## src/logic/tvn_pkg.sv

```systemverilog
/*
 * Package for the trap vector and non-maskable event unit: register map,
 * field positions, reset values and carrier structs.
 * Assumes a single 100 MHz system clock and an AXI4-Lite register bus.
 */
package tvn_pkg;

	// ****************************************************************
	// Register map (byte addresses)
	// ****************************************************************
	localparam logic [7:0] TVN_ADDR_TRAP_BASE = 8'h00;
	localparam logic [7:0] TVN_ADDR_NM_CAUSE = 8'h04;
	localparam logic [7:0] TVN_ADDR_INIT_LOCK = 8'h08;
	localparam logic [7:0] TVN_ADDR_ISP = 8'h0c;

	// ****************************************************************
	// Reset values and fields
	// ****************************************************************
	localparam logic [31:0] TVN_TRAP_BASE_RST = 32'ha0000100;
	localparam logic [31:0] TVN_NM_CAUSE_RST = 32'h00000000;
	localparam logic [31:0] TVN_ISP_RST = 32'h00000000;
	localparam int TVN_CLASS_SHIFT = 5;
	localparam int TVN_PIN_BIT = 0;
	localparam int TVN_CLK_BIT = 1;
	localparam int TVN_WDG_BIT = 2;
	localparam int TVN_WDG_WAKE_BIT = 15;
	localparam logic [1:0] TVN_IO_PRIV_DFLT = 2'h2;
	localparam logic [1:0] TVN_PRS_DFLT = 2'h0;
	localparam logic [6:0] TVN_CDC_DFLT = 7'h00;
	localparam logic [1:0] TVN_RESP_OKAY = 2'h0;
	localparam logic [1:0] TVN_RESP_SLVERR = 2'h2;

	// ****************************************************************
	// Carriers
	// ****************************************************************
	typedef struct packed {
		logic [1:0] io_privilege;
		logic [1:0] protection_set_select;
		logic interrupt_stack_select;
		logic [6:0] call_depth_counter;
	} tvn_status_word_t;

	typedef struct packed {
		logic valid;
		logic [2:0] trap_class_number;
		logic [7:0] trap_id_number;
		logic ctx_switch;
	} tvn_trap_req_t;

	typedef struct packed {
		logic [31:0] handler_addr;
		tvn_status_word_t status_word;
		logic global_irq_enable;
		logic [31:0] stack_pointer_reg;
		logic [31:0] trap_info_data_reg;
	} tvn_entry_t;

	typedef enum logic [1:0] {TVN_IDLE, TVN_SAVE, TVN_LOAD, TVN_FETCH} tvn_state_t;

	typedef struct packed {
		tvn_state_t st;
		tvn_trap_req_t req;
		tvn_entry_t ent;
		logic save_req;
		logic entry_done;
		logic irq_held;
		logic [31:0] trap_base;
		logic [31:0] interrupt_stack_pointer;
		logic init_lock;
		logic [2:0] cause;
		logic nm_req;
		logic pin_s1;
		logic pin_s2;
		logic pin_s3;
		logic wdg_b15;
		logic aw_got;
		logic w_got;
		logic [7:0] aw_addr;
		logic [31:0] w_data;
		logic [3:0] w_strb;
		logic bvalid;
		logic [1:0] bresp;
		logic rvalid;
		logic [31:0] rdata;
		logic [1:0] rresp;
	} tvn_state_reg_t;

endpackage

```

## src/logic/tvn_unit.sv

```systemverilog
/*
 * Trap vector and non-maskable event unit: handler address forming,
 * trap-entry sequencing and a clear-on-read non-maskable cause register.
 * Assumes the pipeline performs the context save on save_req and answers
 * with save_done; watchdog and PLL monitor signals are on clk_in.
 */
// Function
// [RULE1] Base resets to fixed default, software changeable
// [RULE2] Base writes only while init lock open
// [RULE3] Base bit zero reads zero, unwritable
// [RULE4] Entry address is base OR class shifted five
// [RULE5] Software keeps base bits seven..five zero
// [RULE6] Class selects entry, id goes to D-reg
// [RULE7] Upper context saved before anything else
// [RULE8] Entry clears irq enable, keeps priority
// [RULE9] Entry loads status word defaults
// [RULE10] Stack pointer from INTERRUPT_STACK_POINTER if IS was zero
// [RULE11] Context-switch trap during save keeps irq pending
// [RULE12] Non-maskable sources each set own flag
// [RULE13] Pin bit0, clock bit1, watchdog bit2
// [RULE14] Software writes never change cause flags
// [RULE15] Request is OR of flags, no re-trigger
// [RULE16] Cause read returns flags then clears
// [RULE17] Pin falling edge sets pin flag
// [RULE18] PLL sync loss sets clock flag
// [RULE19] Watchdog error sets watchdog flag
// [RULE20] Idle watchdog bit15 rise sets watchdog flag
// [RULE21] Software syncs instructions after base change
// [RULE22] Set beats clearing read
`timescale 1ns/1ps
module tvn_unit
	import tvn_pkg::*;
(
	input wire logic clk_in,
	input wire logic rst_b_in,
	// AXI4-Lite slave
	input wire logic [7:0] s_axi_awaddr_in,
	input wire logic s_axi_awvalid_in,
	output logic s_axi_awready_out,
	input wire logic [31:0] s_axi_wdata_in,
	input wire logic [3:0] s_axi_wstrb_in,
	input wire logic s_axi_wvalid_in,
	output logic s_axi_wready_out,
	output logic [1:0] s_axi_bresp_out,
	output logic s_axi_bvalid_out,
	input wire logic s_axi_bready_in,
	input wire logic [7:0] s_axi_araddr_in,
	input wire logic s_axi_arvalid_in,
	output logic s_axi_arready_out,
	output logic [31:0] s_axi_rdata_out,
	output logic [1:0] s_axi_rresp_out,
	output logic s_axi_rvalid_out,
	input wire logic s_axi_rready_in,
	// Pipeline side
	input wire tvn_trap_req_t trap_req_in,
	input wire tvn_status_word_t cur_status_word_in,
	input wire logic [31:0] cur_stack_pointer_in,
	input wire logic irq_save_busy_in,
	input wire logic save_done_in,
	input wire logic cpu_idle_in,
	output logic trap_busy_out,
	output logic save_req_out,
	output logic irq_hold_pending_out,
	output logic entry_valid_out,
	output tvn_entry_t entry_out,
	output logic nm_trap_req_out,
	// Far side sources
	input wire logic nm_pin_b_in,
	input wire logic pll_sync_loss_in,
	input wire logic wdg_error_in,
	input wire logic wdg_disabled_in,
	input wire logic [15:0] wdg_count_in
);

	tvn_state_reg_t q;
	tvn_state_reg_t d;

	// ****************************************************************
	// Combinational next state
	// ****************************************************************
	logic aw_take;
	logic w_take;
	logic ar_take;
	logic cause_rd;
	logic [2:0] cause_set;
	logic [31:0] wmask;

	assign s_axi_awready_out = !q.aw_got && !q.bvalid;
	assign s_axi_wready_out = !q.w_got && !q.bvalid;
	assign s_axi_arready_out = !q.rvalid;
	assign aw_take = s_axi_awvalid_in && s_axi_awready_out;
	assign w_take = s_axi_wvalid_in && s_axi_wready_out;
	assign ar_take = s_axi_arvalid_in && s_axi_arready_out;

	always_comb
	begin
		d = q;
		wmask = {{8{q.w_strb[3]}}, {8{q.w_strb[2]}}, {8{q.w_strb[1]}}, {8{q.w_strb[0]}}};
		cause_rd = 1'b0;
		d.entry_done = 1'b0;

		// Pin synchroniser, then edge detect on the synced samples only
		d.pin_s1 = nm_pin_b_in;
		d.pin_s2 = q.pin_s1;
		d.pin_s3 = q.pin_s2;
		d.wdg_b15 = wdg_count_in[TVN_WDG_WAKE_BIT];
		cause_set = 3'h0;
		cause_set[TVN_PIN_BIT] = q.pin_s3 && !q.pin_s2; // RULE17
		cause_set[TVN_CLK_BIT] = pll_sync_loss_in; // RULE18
		cause_set[TVN_WDG_BIT] = wdg_error_in // RULE19
			|| (cpu_idle_in && !wdg_disabled_in && !q.wdg_b15
			&& wdg_count_in[TVN_WDG_WAKE_BIT]); // RULE20

		// Write channel
		if (aw_take)
		begin
			d.aw_got = 1'b1;
			d.aw_addr = s_axi_awaddr_in;
		end
		if (w_take)
		begin
			d.w_got = 1'b1;
			d.w_data = s_axi_wdata_in;
			d.w_strb = s_axi_wstrb_in;
		end
		if (q.aw_got && q.w_got)
		begin
			d.aw_got = 1'b0;
			d.w_got = 1'b0;
			d.bvalid = 1'b1;
			d.bresp = TVN_RESP_OKAY;
			if (q.aw_addr == TVN_ADDR_TRAP_BASE)
			begin
				if (!q.init_lock) // RULE2
				begin
					d.trap_base = ((q.trap_base & ~wmask) | (q.w_data & wmask))
						& 32'hfffffffe; // RULE1 RULE3
				end
			end
			else if (q.aw_addr == TVN_ADDR_NM_CAUSE)
			begin
				// Flags are hardware owned; the write is accepted and dropped
				d.bresp = TVN_RESP_OKAY; // RULE14
			end
			else if (q.aw_addr == TVN_ADDR_INIT_LOCK)
			begin
				if (q.w_strb[0])
				begin
					d.init_lock = q.w_data[0];
				end
			end
			else if (q.aw_addr == TVN_ADDR_ISP)
			begin
				d.interrupt_stack_pointer = (q.interrupt_stack_pointer & ~wmask) | (q.w_data & wmask);
			end
			else
			begin
				d.bresp = TVN_RESP_SLVERR;
			end
		end
		if (q.bvalid && s_axi_bready_in)
		begin
			d.bvalid = 1'b0;
		end

		// Read channel
		if (ar_take)
		begin
			d.rvalid = 1'b1;
			d.rresp = TVN_RESP_OKAY;
			if (s_axi_araddr_in == TVN_ADDR_TRAP_BASE)
			begin
				d.rdata = q.trap_base;
			end
			else if (s_axi_araddr_in == TVN_ADDR_NM_CAUSE)
			begin
				d.rdata = {29'h0, q.cause}; // RULE13
				cause_rd = 1'b1;
			end
			else if (s_axi_araddr_in == TVN_ADDR_INIT_LOCK)
			begin
				d.rdata = {31'h0, q.init_lock};
			end
			else if (s_axi_araddr_in == TVN_ADDR_ISP)
			begin
				d.rdata = q.interrupt_stack_pointer;
			end
			else
			begin
				d.rdata = 32'h0;
				d.rresp = TVN_RESP_SLVERR;
			end
		end
		if (q.rvalid && s_axi_rready_in)
		begin
			d.rvalid = 1'b0;
		end

		// Clear on read, but a set in the same cycle survives
		d.cause = ((cause_rd ? 3'h0 : q.cause) | cause_set); // RULE12 RULE16 RULE22
		// Level OR: a second flag joining an active request adds no new edge
		d.nm_req = |d.cause; // RULE15

		// Trap entry sequence
		case (q.st)
			TVN_IDLE:
			begin
				if (trap_req_in.valid)
				begin
					d.req = trap_req_in;
					d.irq_held = trap_req_in.ctx_switch && irq_save_busy_in; // RULE11
					d.save_req = 1'b1; // RULE7
					d.st = TVN_SAVE;
				end
			end
			TVN_SAVE:
			begin
				// Nothing in the status word moves until the save completes
				if (save_done_in) // RULE7
				begin
					d.save_req = 1'b0;
					d.st = TVN_LOAD;
				end
			end
			TVN_LOAD:
			begin
				d.ent.global_irq_enable = 1'b0; // RULE8
				d.ent.status_word.io_privilege = TVN_IO_PRIV_DFLT; // RULE9
				d.ent.status_word.protection_set_select = TVN_PRS_DFLT;
				d.ent.status_word.interrupt_stack_select = 1'b1;
				d.ent.status_word.call_depth_counter = TVN_CDC_DFLT;
				d.ent.stack_pointer_reg = cur_status_word_in.interrupt_stack_select
					? cur_stack_pointer_in : q.interrupt_stack_pointer; // RULE10
				d.ent.trap_info_data_reg = {24'h0, q.req.trap_id_number}; // RULE6
				d.st = TVN_FETCH;
			end
			TVN_FETCH:
			begin
				// Base bits 7..5 are expected clear so the OR cannot alias
				d.ent.handler_addr = q.trap_base
					| ({29'h0, q.req.trap_class_number} << TVN_CLASS_SHIFT); // RULE4 RULE5 RULE6
				// The held interrupt stays pending past entry; the next accepted trap
				// recomputes it, clearing it unless that trap is again a context switch during a save
				d.entry_done = 1'b1;
				d.st = TVN_IDLE;
			end
			default:
			begin
				d.st = TVN_IDLE;
			end
		endcase
	end

	// ****************************************************************
	// State register
	// ****************************************************************
	always_ff @(posedge clk_in)
	begin
		if (!rst_b_in)
		begin
			q <= '0;
			q.st <= TVN_IDLE;
			q.trap_base <= TVN_TRAP_BASE_RST; // RULE1
			q.interrupt_stack_pointer <= TVN_ISP_RST;
			q.cause <= TVN_NM_CAUSE_RST[2:0];
			q.pin_s1 <= 1'b1;
			q.pin_s2 <= 1'b1;
			q.pin_s3 <= 1'b1;
			q.wdg_b15 <= 1'b1;
		end
		else
		begin
			q <= d;
		end
	end

	// ****************************************************************
	// Outputs
	// ****************************************************************
	assign s_axi_bvalid_out = q.bvalid;
	assign s_axi_bresp_out = q.bresp;
	assign s_axi_rvalid_out = q.rvalid;
	assign s_axi_rdata_out = q.rdata;
	assign s_axi_rresp_out = q.rresp;
	assign trap_busy_out = (q.st != TVN_IDLE);
	assign save_req_out = q.save_req;
	assign irq_hold_pending_out = q.irq_held;
	assign entry_valid_out = q.entry_done;
	assign entry_out = q.ent;
	assign nm_trap_req_out = q.nm_req;

endmodule

```

## config.mk

```make
export PLATFORM = sky130hd
export DESIGN_NAME = tvn_unit
export DESIGN_NICKNAME = d
export VERILOG_FILES = /design/src/logic/tvn_pkg.sv /design/src/logic/tvn_unit.sv
export SDC_FILE = /design/constraint.sdc
export NUM_CORES = 1
export LEC_CHECK = 0
export BUFFER_PORTS_ARGS = -buffer_cell sky130_fd_sc_hd__buf_2
export CELL_PAD_IN_SITES_DETAIL_PLACEMENT = 1
export CELL_PAD_IN_SITES_GLOBAL_PLACEMENT = 2
export CORE_ASPECT_RATIO = 0.7
export CORE_MARGIN = 10
export CORE_UTILIZATION = 32
export DETAILED_ROUTE_END_ITERATION = 10
export PLACE_DENSITY_LB_ADDON = 0.1
export SLEW_MARGIN = 15
export SYNTH_ARGS = -nofsm -noshare
export SYNTH_HDL_FRONTEND = slang
export SYNTH_SLANG_ARGS = --single-unit
```

## constraint.sdc

```tcl
create_clock -name clk_in -period 4.6 [get_ports clk_in]
set_clock_uncertainty 0.05 [all_clocks]
set_input_delay 0.23 -clock clk_in [delete_from_list [all_inputs] [get_ports clk_in]]
set_output_delay 0.23 -clock clk_in [all_outputs]
set_load 0.05 [all_outputs]
```

**Yosys cells after proc, flatten, opt, wreduce, memory -nomap -nowiden**

Index checks and enable logic that the tools add are counted.
W data, S select, Z words.

- Output and inout port bits: 155
- Flip-flop bits (word level): 247
- Bits of input ports: 139

- Muxes and demuxes: 24
- Bitwise operators: 13
- Reductions and logical operators: 36
- Equality and inequality tests: 11

Operators by type and width:

| cell | count |
|---|---|
| $mux W32 | 5 |
| $and A32 B32 Y32 | 3 |
| $or A32 B32 Y32 | 2 |
| $eq A8 B4 Y1 const B | 4 |
| $not A32 Y32 | 1 |
| $or A32 B8 Y32 | 1 |
| $mux W2 | 9 |
| $eq A8 B3 Y1 const B | 2 |
| $logic_not A8 Y1 | 2 |
| $mux W15 | 1 |
| $logic_and A1 B1 Y1 | 13 |
| $reduce_and A5 Y1 | 2 |
| $pmux W2 S4 | 1 |
| $logic_not A1 Y1 | 7 |
| $mux W1 | 6 |
| $reduce_and A3 Y1 | 2 |
| $reduce_or A2 Y1 | 3 |
| $not A1 Y1 | 5 |
| $eq A2 B2 Y1 const B | 2 |
| $ne A2 B2 Y1 const B | 2 |
| $reduce_and A2 Y1 | 2 |
| $reduce_bool A2 Y1 | 2 |
| $mux W3 | 1 |
| $or A3 B3 Y3 | 1 |
| other kinds (5) | 5 |

**Logic depth before layout (Yosys ltp)**

Gate-level depths: netlist of the first run.

- Depth in word-level cells: 7
- Gate-level depth with buffers: 7
- Depth with buffers taken out: 6

**Worst setup path after synthesis of the first run**

OpenSTA, ideal clock, no wires.

- Path kind: reg2reg
- From: register q, in the netlist s_axi_bvalid_out
- To: register q[41] in the netlist's numbering
- Setup slack: 2.282 ns
- Data required time: 4.480 ns
- Period minus slack after synthesis: 2.318 ns
- Data arrival time: 2.197 ns
- Path buffers: 2
- Cell stages (with the launch flop): 7
- Cells stage by stage: dfxtp_1 > nor2_1 > and2_1 > clkbuf_1 > clkbuf_1 > nand2_1 > a21oi_1

- Cells in the longest elaborated chain, start to end: 3

RTL lines:

| element | line | RTL |
|---|---|---|
| from (decl) | tvn_unit.sv:75 | `tvn_state_reg_t q;` |
| $logic_not A1 Y1 | tvn_unit.sv:89 | `assign s_axi_wready_out = !q.w_got && !q.bvalid;` |
| $logic_and A1 B1 Y1 | tvn_unit.sv:89 |  |
| via s_axi_wready_out | tvn_unit.sv:43 | `output logic s_axi_wready_out,` |
| $logic_and A1 B1 Y1 | tvn_unit.sv:92 | `assign w_take = s_axi_wvalid_in && s_axi_wready_out;` |

The timed path passes the listed nets, and every way through them passes these cells.
A chain may end at the register's enable or synchronous reset.

==> results.ini, run 1 <==
[setup_path]
slowest_stage=nor4bb_2
path_max_fanout=16
critPathKind=reg -> reg
cp.required_ns=4.93
worstPathCellList=nor4bb_2, nand4_1, nand3_1, o21ai_0
cp.arrival_ns=3.09
critPathCaptureType=flip-flop
r2r_setup_slack_ns=1.84
slowest_delay_ns=0.92
worstRegToRegCells=4
startpoint_type=flip-flop
rr_startpoint=q[83]

[die]
dieArea_um2=39190
pin_count=294
fp-row-count=54
die_y_um=168.7
die_w_um=232.4
initial_utilization_pct=32.44
core_area_um2=31150

[final_layout]
design_area_um2=12370
fin_util_pct=39.71
drive_gt1_share_pct=21.87
most-common-layout-cells=242 x dfxtp_1, 228 x buf_2, 156 x nand2_1
nNetsFinal=1474
antenna_cells=0
mostFrequentLayoutCell=dfxtp_1
layout.cells.non_filler=1769
synthToLayoutAreaGrowth_pct=22.41

[pwr]
ir_drop_mv=0.2873
power.leakage_uw=0.005132
power.density_nw_per_um2=469.5

[min_path]
hold_end=entry_out[62]
hold_start=cur_stack_pointer_in[30]
min_path_cells=3
holdCritPathClass=in -> reg

[timing]
slew_viol_final=0
timing.fmax_mhz=362.1
hold_violations=0
finalSetupViolations=0
period_minus_slack_ns=2.762
worst_slew_pin_slew_ns=1.024
finalCritPeriodShare_pct=60.04
slew_headroom_pct=30.73
fin_setup_tns_ns=0
rsz0062_at_grt=false

[clock_network]
cts_resized=0
numCtsBuffers=26
worstSkewPairLatency_ns=0.54
clock_path_buffers=3
h-tree-depth=1
cts_tree=done
postCtsSetupRepairBufs=0
path_clk_slew_ns=0.06
cts_num_sinks=242
ctsRootBufferMaster=clkbuf_16

[routing]
drtIter0Drc=292
wl_um=33890
drtPass1Iterations=4
wire_per_inst_um=19.16
drc_errors=0
drt-vias-per-instance=4.652
num_vias=8229
ant_nets=0

[yosys]
ys_top_cells_by_area=dfxtp_1 48%, buf_4 11%, mux2i_1 7.5%, nand2_1 5.8%, o21ai_0 4.7%
netlist_area_um2=10100
yosysSeqAreaShare_pct=47.95
avgSynthCellArea_um2=8.695
ys.warnings.count=0
synth_cells=1162
yosysTopAreaCellShare_pct=47.95
ys_seq_elements=242
ys_types=32
yosysTopAreaCell=dfxtp_1

[status]
status=completed

[global_route]
track_usage_pct=16.79
grt_pass1_vias=8734
antenna_found_initial=1
grt_max_degree=76
gr-total-overflow=0
grt_pass1_wl_um=52370

[placed_design]
dp_cells=1632
place_congestion=0.7148
placed_area_um2=10630
port_buffers=229
hpwlAfterDp_um=22520

[job]
drv_cap=0

## metal layers
layer	vias to the layer above	global-route usage (%)	share of wire (%)
met5	-	0	0.038
li1	4117	-	-
met2	121	28.03	47
met3	26	4.209	4.8
met4	2	2.522	1.0
met1	3963	21.82	47
## timing repair
item                                   CTS  global route
endpoints found under the hold margin   90             0
setup endpoints to repair                0             0
hold buffers                            90             0
## power breakdown
group | switching (µW) | internal, µW | total, µW
clock network | 877 | 1210 | 2080
registers | 93.9 | 2270 | 2360
logic | 989 | 373 | 1360
total | 1960 | 3850 | 5810
## logic make-up after synthesis
logic type / after synthesis / share of synthesized area [%]
adder cells (fa/ha/maj): 5 / 0.6192
other: 1 / 0.03712
AO/OA/AOI/OAI: 233 / 13.66
multiplexers: 77 / 7.641
AND/OR/NAND/NOR: 374 / 16.02
buffers and inverters: 230 / 14.07
flip-flops: 242 / 47.95
## cells in the mapped netlist, drive strengths merged
cell / instances
a211oi: 36
a21oi: 69
a221oi: 29
and2: 5
buf: 164
clkbuf: 60
clkinv: 1
conb: 1
dfxtp: 242
ha: 5
inv: 5
mux2: 1
mux2i: 76
nand2: 157
nand2b: 9
nand3: 65
nand4: 9
nor2: 113
nor2b: 6
nor3: 2
nor4: 3
nor4bb: 2
o21ai: 95
o21bai: 1
o31ai: 3
or2: 1
or4: 2
## worst max path at each step
stage                startpoint         to  slack [ns]  cells past startpoint
2_1_floorplan  s_axi_bvalid_out      q[41]        2.28                      6
3_3_place_gp              q[83]  flip-flop        1.81                      4
3_5_place_dp              q[83]  flip-flop        1.68                      4
4_1_cts                   q[83]  flip-flop        1.71                      4
5_1_grt                   q[83]  flip-flop        1.56                      4
6_report                  q[83]  flip-flop        1.84                      4
## critical path, delay by kind of cell (launching register included)
family / cells / cell delay (ns)
and+or+nand+nor: 3 / 2.03
DFF: 1 / 0.40
AOI/OAI and AO/OA: 1 / 0.13
## stage by stage
step / hold slack (ns) / total power (µW) / worst slack (ns)
after global routing: 0.007649 / 6101 / 1.559
after floorplan: 0.2815 / 3540 / 2.282
after detailed placement: 0.3518 / 3725 / 1.682
final: 0.02669 / 5807 / 1.838
after global placement: 0.3531 / 3707 / 1.813
after CTS: 0.002147 / 5897 / 1.708
## cell type report
cell class,count,area (µm²)
Timing Repair Buffer,327,2110
Multi-Input combinational cell,727,4025
Clock buffer,37,763.2
Inverter,6,25.02
Sequential cell,242,4845
Tap cell,420,525.5
Clock inverter,10,75.07
Fill cell,3717,18780
No activity file was read; power rests on OpenSTA's default activity.
==> run 2: changes to the inputs <==
- ABC_AREA: unset -> 1
- CORE_UTILIZATION: 32 -> 29
- clock period: 4.6 -> 2.7 ns (I/O delays scaled with it)
==> run 2 against run 1 <==
Effect of this change: combinational power up 150%; register-to-register slack lost 1.2 ns; maximum frequency rose by 35%; first-iteration DRC count up 17%; total power up 97%; area after synthesis increased by 6.4%; global-route usage is 0.75 points lower; sequential cell count unchanged; critical path depth increased by 3; wire length rose by 10%; core utilization fell by 2.8 points; largest cell class unchanged.
==> results.ini, run 2 <==
[yosys]
synth_common_cells=278 x nor2_1, 242 x dfxtp_1, 153 x nand2_1, 151 x inv_1, 149 x buf_4
synth-edff-count=0  ; unchanged
synth_cells=1431  ; +23%
ys_top_cells_by_area=dfxtp_1 45%, buf_4 10%, nor2_1 9.7%, o21ai_0 6.8%, nand2_1 5.3%
yosysTopAreaCellShare_pct=45.09  ; -2.9 points
ys_types=30  ; -6.3%
netlist_area_um2=10750  ; +6.4%
ys_async_sr_fraction_pct=0  ; unchanged
synth_ff_type=dfxtp_1
yosysSeqAreaShare_pct=45.09  ; -2.9 points
ys.warnings.count=0  ; unchanged
yosysTopAreaCell=dfxtp_1
avgSynthCellArea_um2=7.509  ; -14%
yosysMostFrequentCell=nor2_1
ys_seq_elements=242  ; unchanged

[timing]
timing.fmax_mhz=489.6  ; +35%
period_minus_slack_ns=2.042  ; -0.7197 ns
finalCritPeriodShare_pct=75.64  ; +16 points
finalSetupViolations=0  ; unchanged
slew_headroom_pct=45.29  ; +15 points
rsz0062_at_grt=false
slew_viol_final=0  ; unchanged
worst_slew_pin_slew_ns=0.8195  ; -0.2049 ns
holdWs_ns=0.03986  ; +0.01317 ns
hold_violations=0  ; unchanged
fin_setup_tns_ns=0  ; unchanged

[clock_network]
cts_num_sinks=242  ; unchanged
h-tree-depth=1  ; unchanged
numCtsBuffers=27  ; +3.8%
cts_resized=0  ; unchanged
worstSkewPairLatency_ns=0.54  ; about the same
cts_tree=done
path_clk_slew_ns=0.06  ; about the same
postCtsSetupRepairBufs=0  ; unchanged
clock_path_buffers=3  ; unchanged
ctsRootBufferMaster=clkbuf_16

[routing]
drc_errors=0  ; unchanged
drt-vias-per-instance=4.432  ; -4.7%
wire_per_inst_um=17.59  ; -8.2%
drtIter0Drc=341  ; +17%
num_vias=9410  ; +14%
drtPass1Iterations=4  ; unchanged
wl_um=37340  ; +10%
ant_nets=0  ; unchanged

[die]
core_area_um2=36210  ; +16%
initial_utilization_pct=29.67  ; -2.8 points
pin_count=294  ; unchanged
die_y_um=181.1  ; +7.3%
dieArea_um2=45280  ; +16%
fp-row-count=58  ; +7.4%
die_w_um=250.1  ; +7.6%

[final_layout]
synthToLayoutAreaGrowth_pct=24.27
antenna_cells=0  ; unchanged
nNetsFinal=1769  ; +20%
mostFrequentLayoutCell=nor2_1
n_fill_cell=4433  ; +19%
drive_gt1_share_pct=19.17  ; -2.7 points
most-common-layout-cells=277 x nor2_1, 242 x dfxtp_1, 228 x buf_2
seqCellArea_um2=4845  ; unchanged
multi_input_area_um2=4069  ; +1.1%

[global_route]
antenna_found_initial=1  ; unchanged
gr-total-overflow=0  ; unchanged
track_usage_pct=16.04  ; -0.75 points
grt_pass1_wl_um=58670  ; +12%
grt_pass1_vias=9809  ; +12%
grt_max_degree=181  ; +140%

[status]
status=completed

[pwr]
p_total_uw=11440  ; +97%
ir_drop_mv=0.3906  ; +36%
power.density_nw_per_um2=857.1  ; +83%
power.leakage_uw=0.006456  ; +26%

[placed_design]
hpwlAfterDp_um=25490  ; +13%
place_congestion=0.7268  ; +1.7%
port_buffers=229  ; unchanged

[setup_path]
critPathKind=reg -> reg
cp.arrival_ns=2.46  ; -0.63 ns
slowest_delay_ns=0.58  ; -0.34 ns
worstPathCellList=inv_1, ha_1, nand2_1, inv_1, nand3_1, dlygate4sd3_1, a21oi_1
cp.required_ns=3.12  ; -1.81 ns
critPathCaptureType=flip-flop
path_max_fanout=12  ; -4
startpoint_type=flip-flop
path_common_cell=inv_1
slowest_stage=dlygate4sd3_1

[job]
drv_cap=0  ; unchanged

[min_path]
holdCritPathClass=in -> reg

-- run 2: worst paths after layout --
kind,from,to,slack [ns],cells past startpoint
min reg2reg,d[86],d[85],0.36,1
max reg2reg,q[282],irq_hold_pending_out,0.66,7
min,s_axi_awvalid_in,q[76],0.04,3
max,q[282],irq_hold_pending_out,0.66,7
-- run 2: what timing repair did --
| action | 4_1_cts | 5_1_grt |
|---|---|---|
| setup endpoints to repair | 0 | 0 |
| hold buffers | 103 | 0 |
| hold endpoints to repair | 100 | 0 |
-- run 2: final cells by class --
type / count / share of cell area (%)
Clock buffer: 39 / 5.772
Sequential cell: 242 / 36.28
Timing Repair Buffer: 350 / 17.74
Clock inverter: 8 / 0.8808
Multi-Input combinational cell: 849 / 30.47
Inverter: 155 / 4.357
Tap cell: 480 / 4.498
-- run 2: stage by stage --
step | worst slack, ns | cells | utilization [%] | area (µm²)
CTS | 0.6563 | 2123 | 36.87 | 13350
floorplan | 0.5268 | 1468 | - | 10880
detailed placement | 0.6763 | 1973 | 31.57 | 11430
global placement | 0.6966 | 1973 | 31.57 | 11430
global route | 0.4755 | 2123 | 36.87 | 13350
finish | 0.6577 | 2123 | 36.87 | 13350
-- run 2: kinds of logic after synthesis --
group / after synthesis / share of synthesized area, %
flip-flops: 242 / 45.09
AND/OR/NAND/NOR: 475 / 17.97
other: 1 / 0.03490
buffers and inverters: 377 / 18.62
AO/OA/AOI/OAI: 331 / 17.71
adder cells (fa/ha/maj): 5 / 0.5822
-- run 2: per-layer routing --
metal | part of all wire, % | GRT usage [%]
met1 | 48 | 20.70
met2 | 47 | 27.80
met3 | 3.8 | 3.117
met4 | 1.1 | 2.091
met5 | 0 | 0
-- run 2: power breakdown --
group          internal, µW  switching (µW)
clock                  2250            1530
combinational           867            2470
sequential             4040             273
total                  7160            4280
-- run 2: worst max-delay path: cells and delay by family (launching register included) --
family | cells | cell delay, ns
flops | 1 | 0.34
compound gates | 1 | 0.12
buf+inv | 3 | 1.08
simple gates | 2 | 0.18
fa+ha+maj | 1 | 0.20
==> run 3: changes to the inputs <==
- clock period: 2.7 -> 2.1 ns (I/O delays scaled with it)
==> run 3 against run 2 <==
Effect of this change: design area increased by 2.6%; first-iteration DRC count is 1.8% higher; worst setup slack worse by 0.44 ns; combinational power grew 31%; final cell count up 1.6%; die area did not move; hold slack got worse by 0.011 ns; non-clock buffer count increased by 31; wire length rose by 2.1%; largest power group unchanged; via count rose by 2.0%; largest cell class unchanged.
==> results.ini, run 3 (same netlist as run 2, synthesis figures left out) <==
[timing]
period_minus_slack_ns=1.877  ; -0.1648 ns
hold_violations=0  ; unchanged
rsz0062_at_grt=false
slew_viol_final=0  ; unchanged
timing.fmax_mhz=532.6  ; +8.8%
finalCritPeriodShare_pct=89.40  ; +14 points
fin_setup_tns_ns=0  ; unchanged
finalSetupViolations=0  ; unchanged

[final_layout]
most-common-layout-cells=276 x nor2_1, 242 x dfxtp_1, 228 x buf_2
nNetsFinal=1800  ; +1.8%
fin_util_pct=37.84  ; +0.97 points
layout.cells.non_filler=2156  ; +1.6%
synthToLayoutAreaGrowth_pct=27.54
mostFrequentLayoutCell=nor2_1
drive_gt1_share_pct=19.22  ; +0.052 points

[pwr]
p_int_uw=9320  ; +30%
p_seq_share_pct=37.3  ; -0.4 points
p_comb_share_pct=29.6  ; +0.4 points
power.density_nw_per_um2=1083  ; +26%
swShare_pct=37.19  ; -0.22 points
power.leakage_uw=0.006597  ; +2.2%
p_clk_share_pct=33.1  ; about the same
ir_drop_mv=0.4949  ; +27%
switchingPower_uw=5520  ; +29%

[clock_network]
cts_tree=done
clock_path_buffers=3  ; unchanged
h-tree-depth=1  ; unchanged
postCtsSetupRepairBufs=0  ; unchanged
ctsHoldBuffers=129  ; +25%
worstSkewPairLatency_ns=0.55  ; about the same
ctsRootBufferMaster=clkbuf_16
cts_resized=0  ; unchanged
numCtsBuffers=27  ; unchanged
path_clk_slew_ns=0.06  ; about the same
cts_num_sinks=242  ; unchanged

[min_path]
min_path_cells=7  ; +4
hold_start=s_axi_araddr_in[3]
holdCritPathClass=in -> reg

[setup_path]
critPathCaptureType=flip-flop
worstRegToRegCells=6  ; -1
slowest_stage=dlygate4sd3_1
cp.required_ns=2.53  ; -0.59 ns
cpLargestDelayFamily=buffers and inverters
cp.depth=6  ; -1
rr_startpoint=s_axi_bvalid_out
slowest_delay_ns=0.60  ; +0.02 ns
critPathKind=reg -> reg
path_buf_inv=2  ; -1
worstPathCellList=nor2_2, nand2_2, buf_4, o21ai_0, dlygate4sd3_1, nor2_1
startpoint_type=flip-flop
crit_start=s_axi_bvalid_out
cp.arrival_ns=2.30  ; -0.16 ns
path_max_fanout=24  ; +12

[routing]
drc_errors=0  ; unchanged
ant_nets=0  ; unchanged
wl_um=38140  ; +2.1%
wire_per_inst_um=17.69  ; +0.57%
drtIter0Drc=347  ; +1.8%
drtPass1Iterations=4  ; unchanged
drt-vias-per-instance=4.451  ; +0.43%
num_vias=9597  ; +2.0%

[die]
die_w_um=250.1  ; unchanged
die_y_um=181.1  ; unchanged
pin_count=294  ; unchanged
dieArea_um2=45280  ; unchanged
core_area_um2=36210  ; unchanged
fp-row-count=58  ; unchanged
initial_utilization_pct=29.67  ; unchanged

[job]
drv_cap=0  ; unchanged

[global_route]
grt_pass1_vias=10150  ; +3.5%
antenna_found_initial=1  ; unchanged
gr-total-overflow=0  ; unchanged
track_usage_pct=16.34  ; +0.30 points
grt_max_degree=69  ; -62%
grt_pass1_wl_um=59770  ; +1.9%

[placed_design]
port_buffers=229  ; unchanged
place_congestion=0.7214  ; -0.74%
dp_cells=1978  ; +0.25%
hpwlAfterDp_um=25740  ; +1.0%

[status]
status=completed

run 3: changes by cell type in the layout (fill, tap and decap cells not counted), sizes merged:
cell,delta
dlygate4sd3,+26
clkinv,+1
clkbuf,+1
clkinvlp,-1
diode,+1
buf,+5
run 3: worst register-to-register path: stages, from the launching register on:
cell and delay [ns]:
dfxtp_1 0.42, nor2_2 0.08, nand2_2 0.12, buf_4 0.32
o21ai_0 0.14, dlygate4sd3_1 0.60, nor2_1 0.09
run 3: worst paths after layout:
| kind | to | slack (ns) |
|---|---|---|
| min reg2reg | q[85] | 0.37 |
| max reg2reg | q[53] | 0.22 |
| max | q[53] | 0.22 |
| min | s_axi_rdata_out[0] | 0.03 |
run 3: routing by layer:
metal  global-route usage [%]  vias up  wire [µm]
li1                         -     4821          -
met1                    20.85     4605      17730
met2                    28.40      130      18450
met3                    3.002       41       1335
met4                    2.885        0        620
met5                        0        -          0
run 3: power groups by stage:
stage | Combinational [µW] | Sequential [µW] | Clock (µW)
detailed placement | 4250 | 5650 | 0
global placement | 4210 | 5630 | 0
floorplan | 3650 | 5590 | 0
finish | 4390 | 5540 | 4910
CTS | 4470 | 5550 | 5110
global route | 4790 | 5620 | 5260
run 3: through the flow:
step	power (µW)	hold slack (ns)	setup WS (ns)	cell area, µm²
after floorplan	9240	0.1551	0.1283	10890
after global placement	9838	0.2415	0.3192	11510
after detailed placement	9892	0.2638	0.3083	11510
after CTS	15130	0.004088	0.2065	13700
after global routing	15680	0.09015	0.06997	13700
final	14840	0.02875	0.2226	13700
run 3: cell type report:
cell class              instances  area [µm²]
clock inverters                 8       115.1
flip-flops and latches        242        4845
fillers                      4444       22510
multi-input cells             849        4071
well taps                     480       600.6
clock buffers                  40       784.5
repair buffers                381        2704
inverters                     155       581.8
diodes                          1       2.502
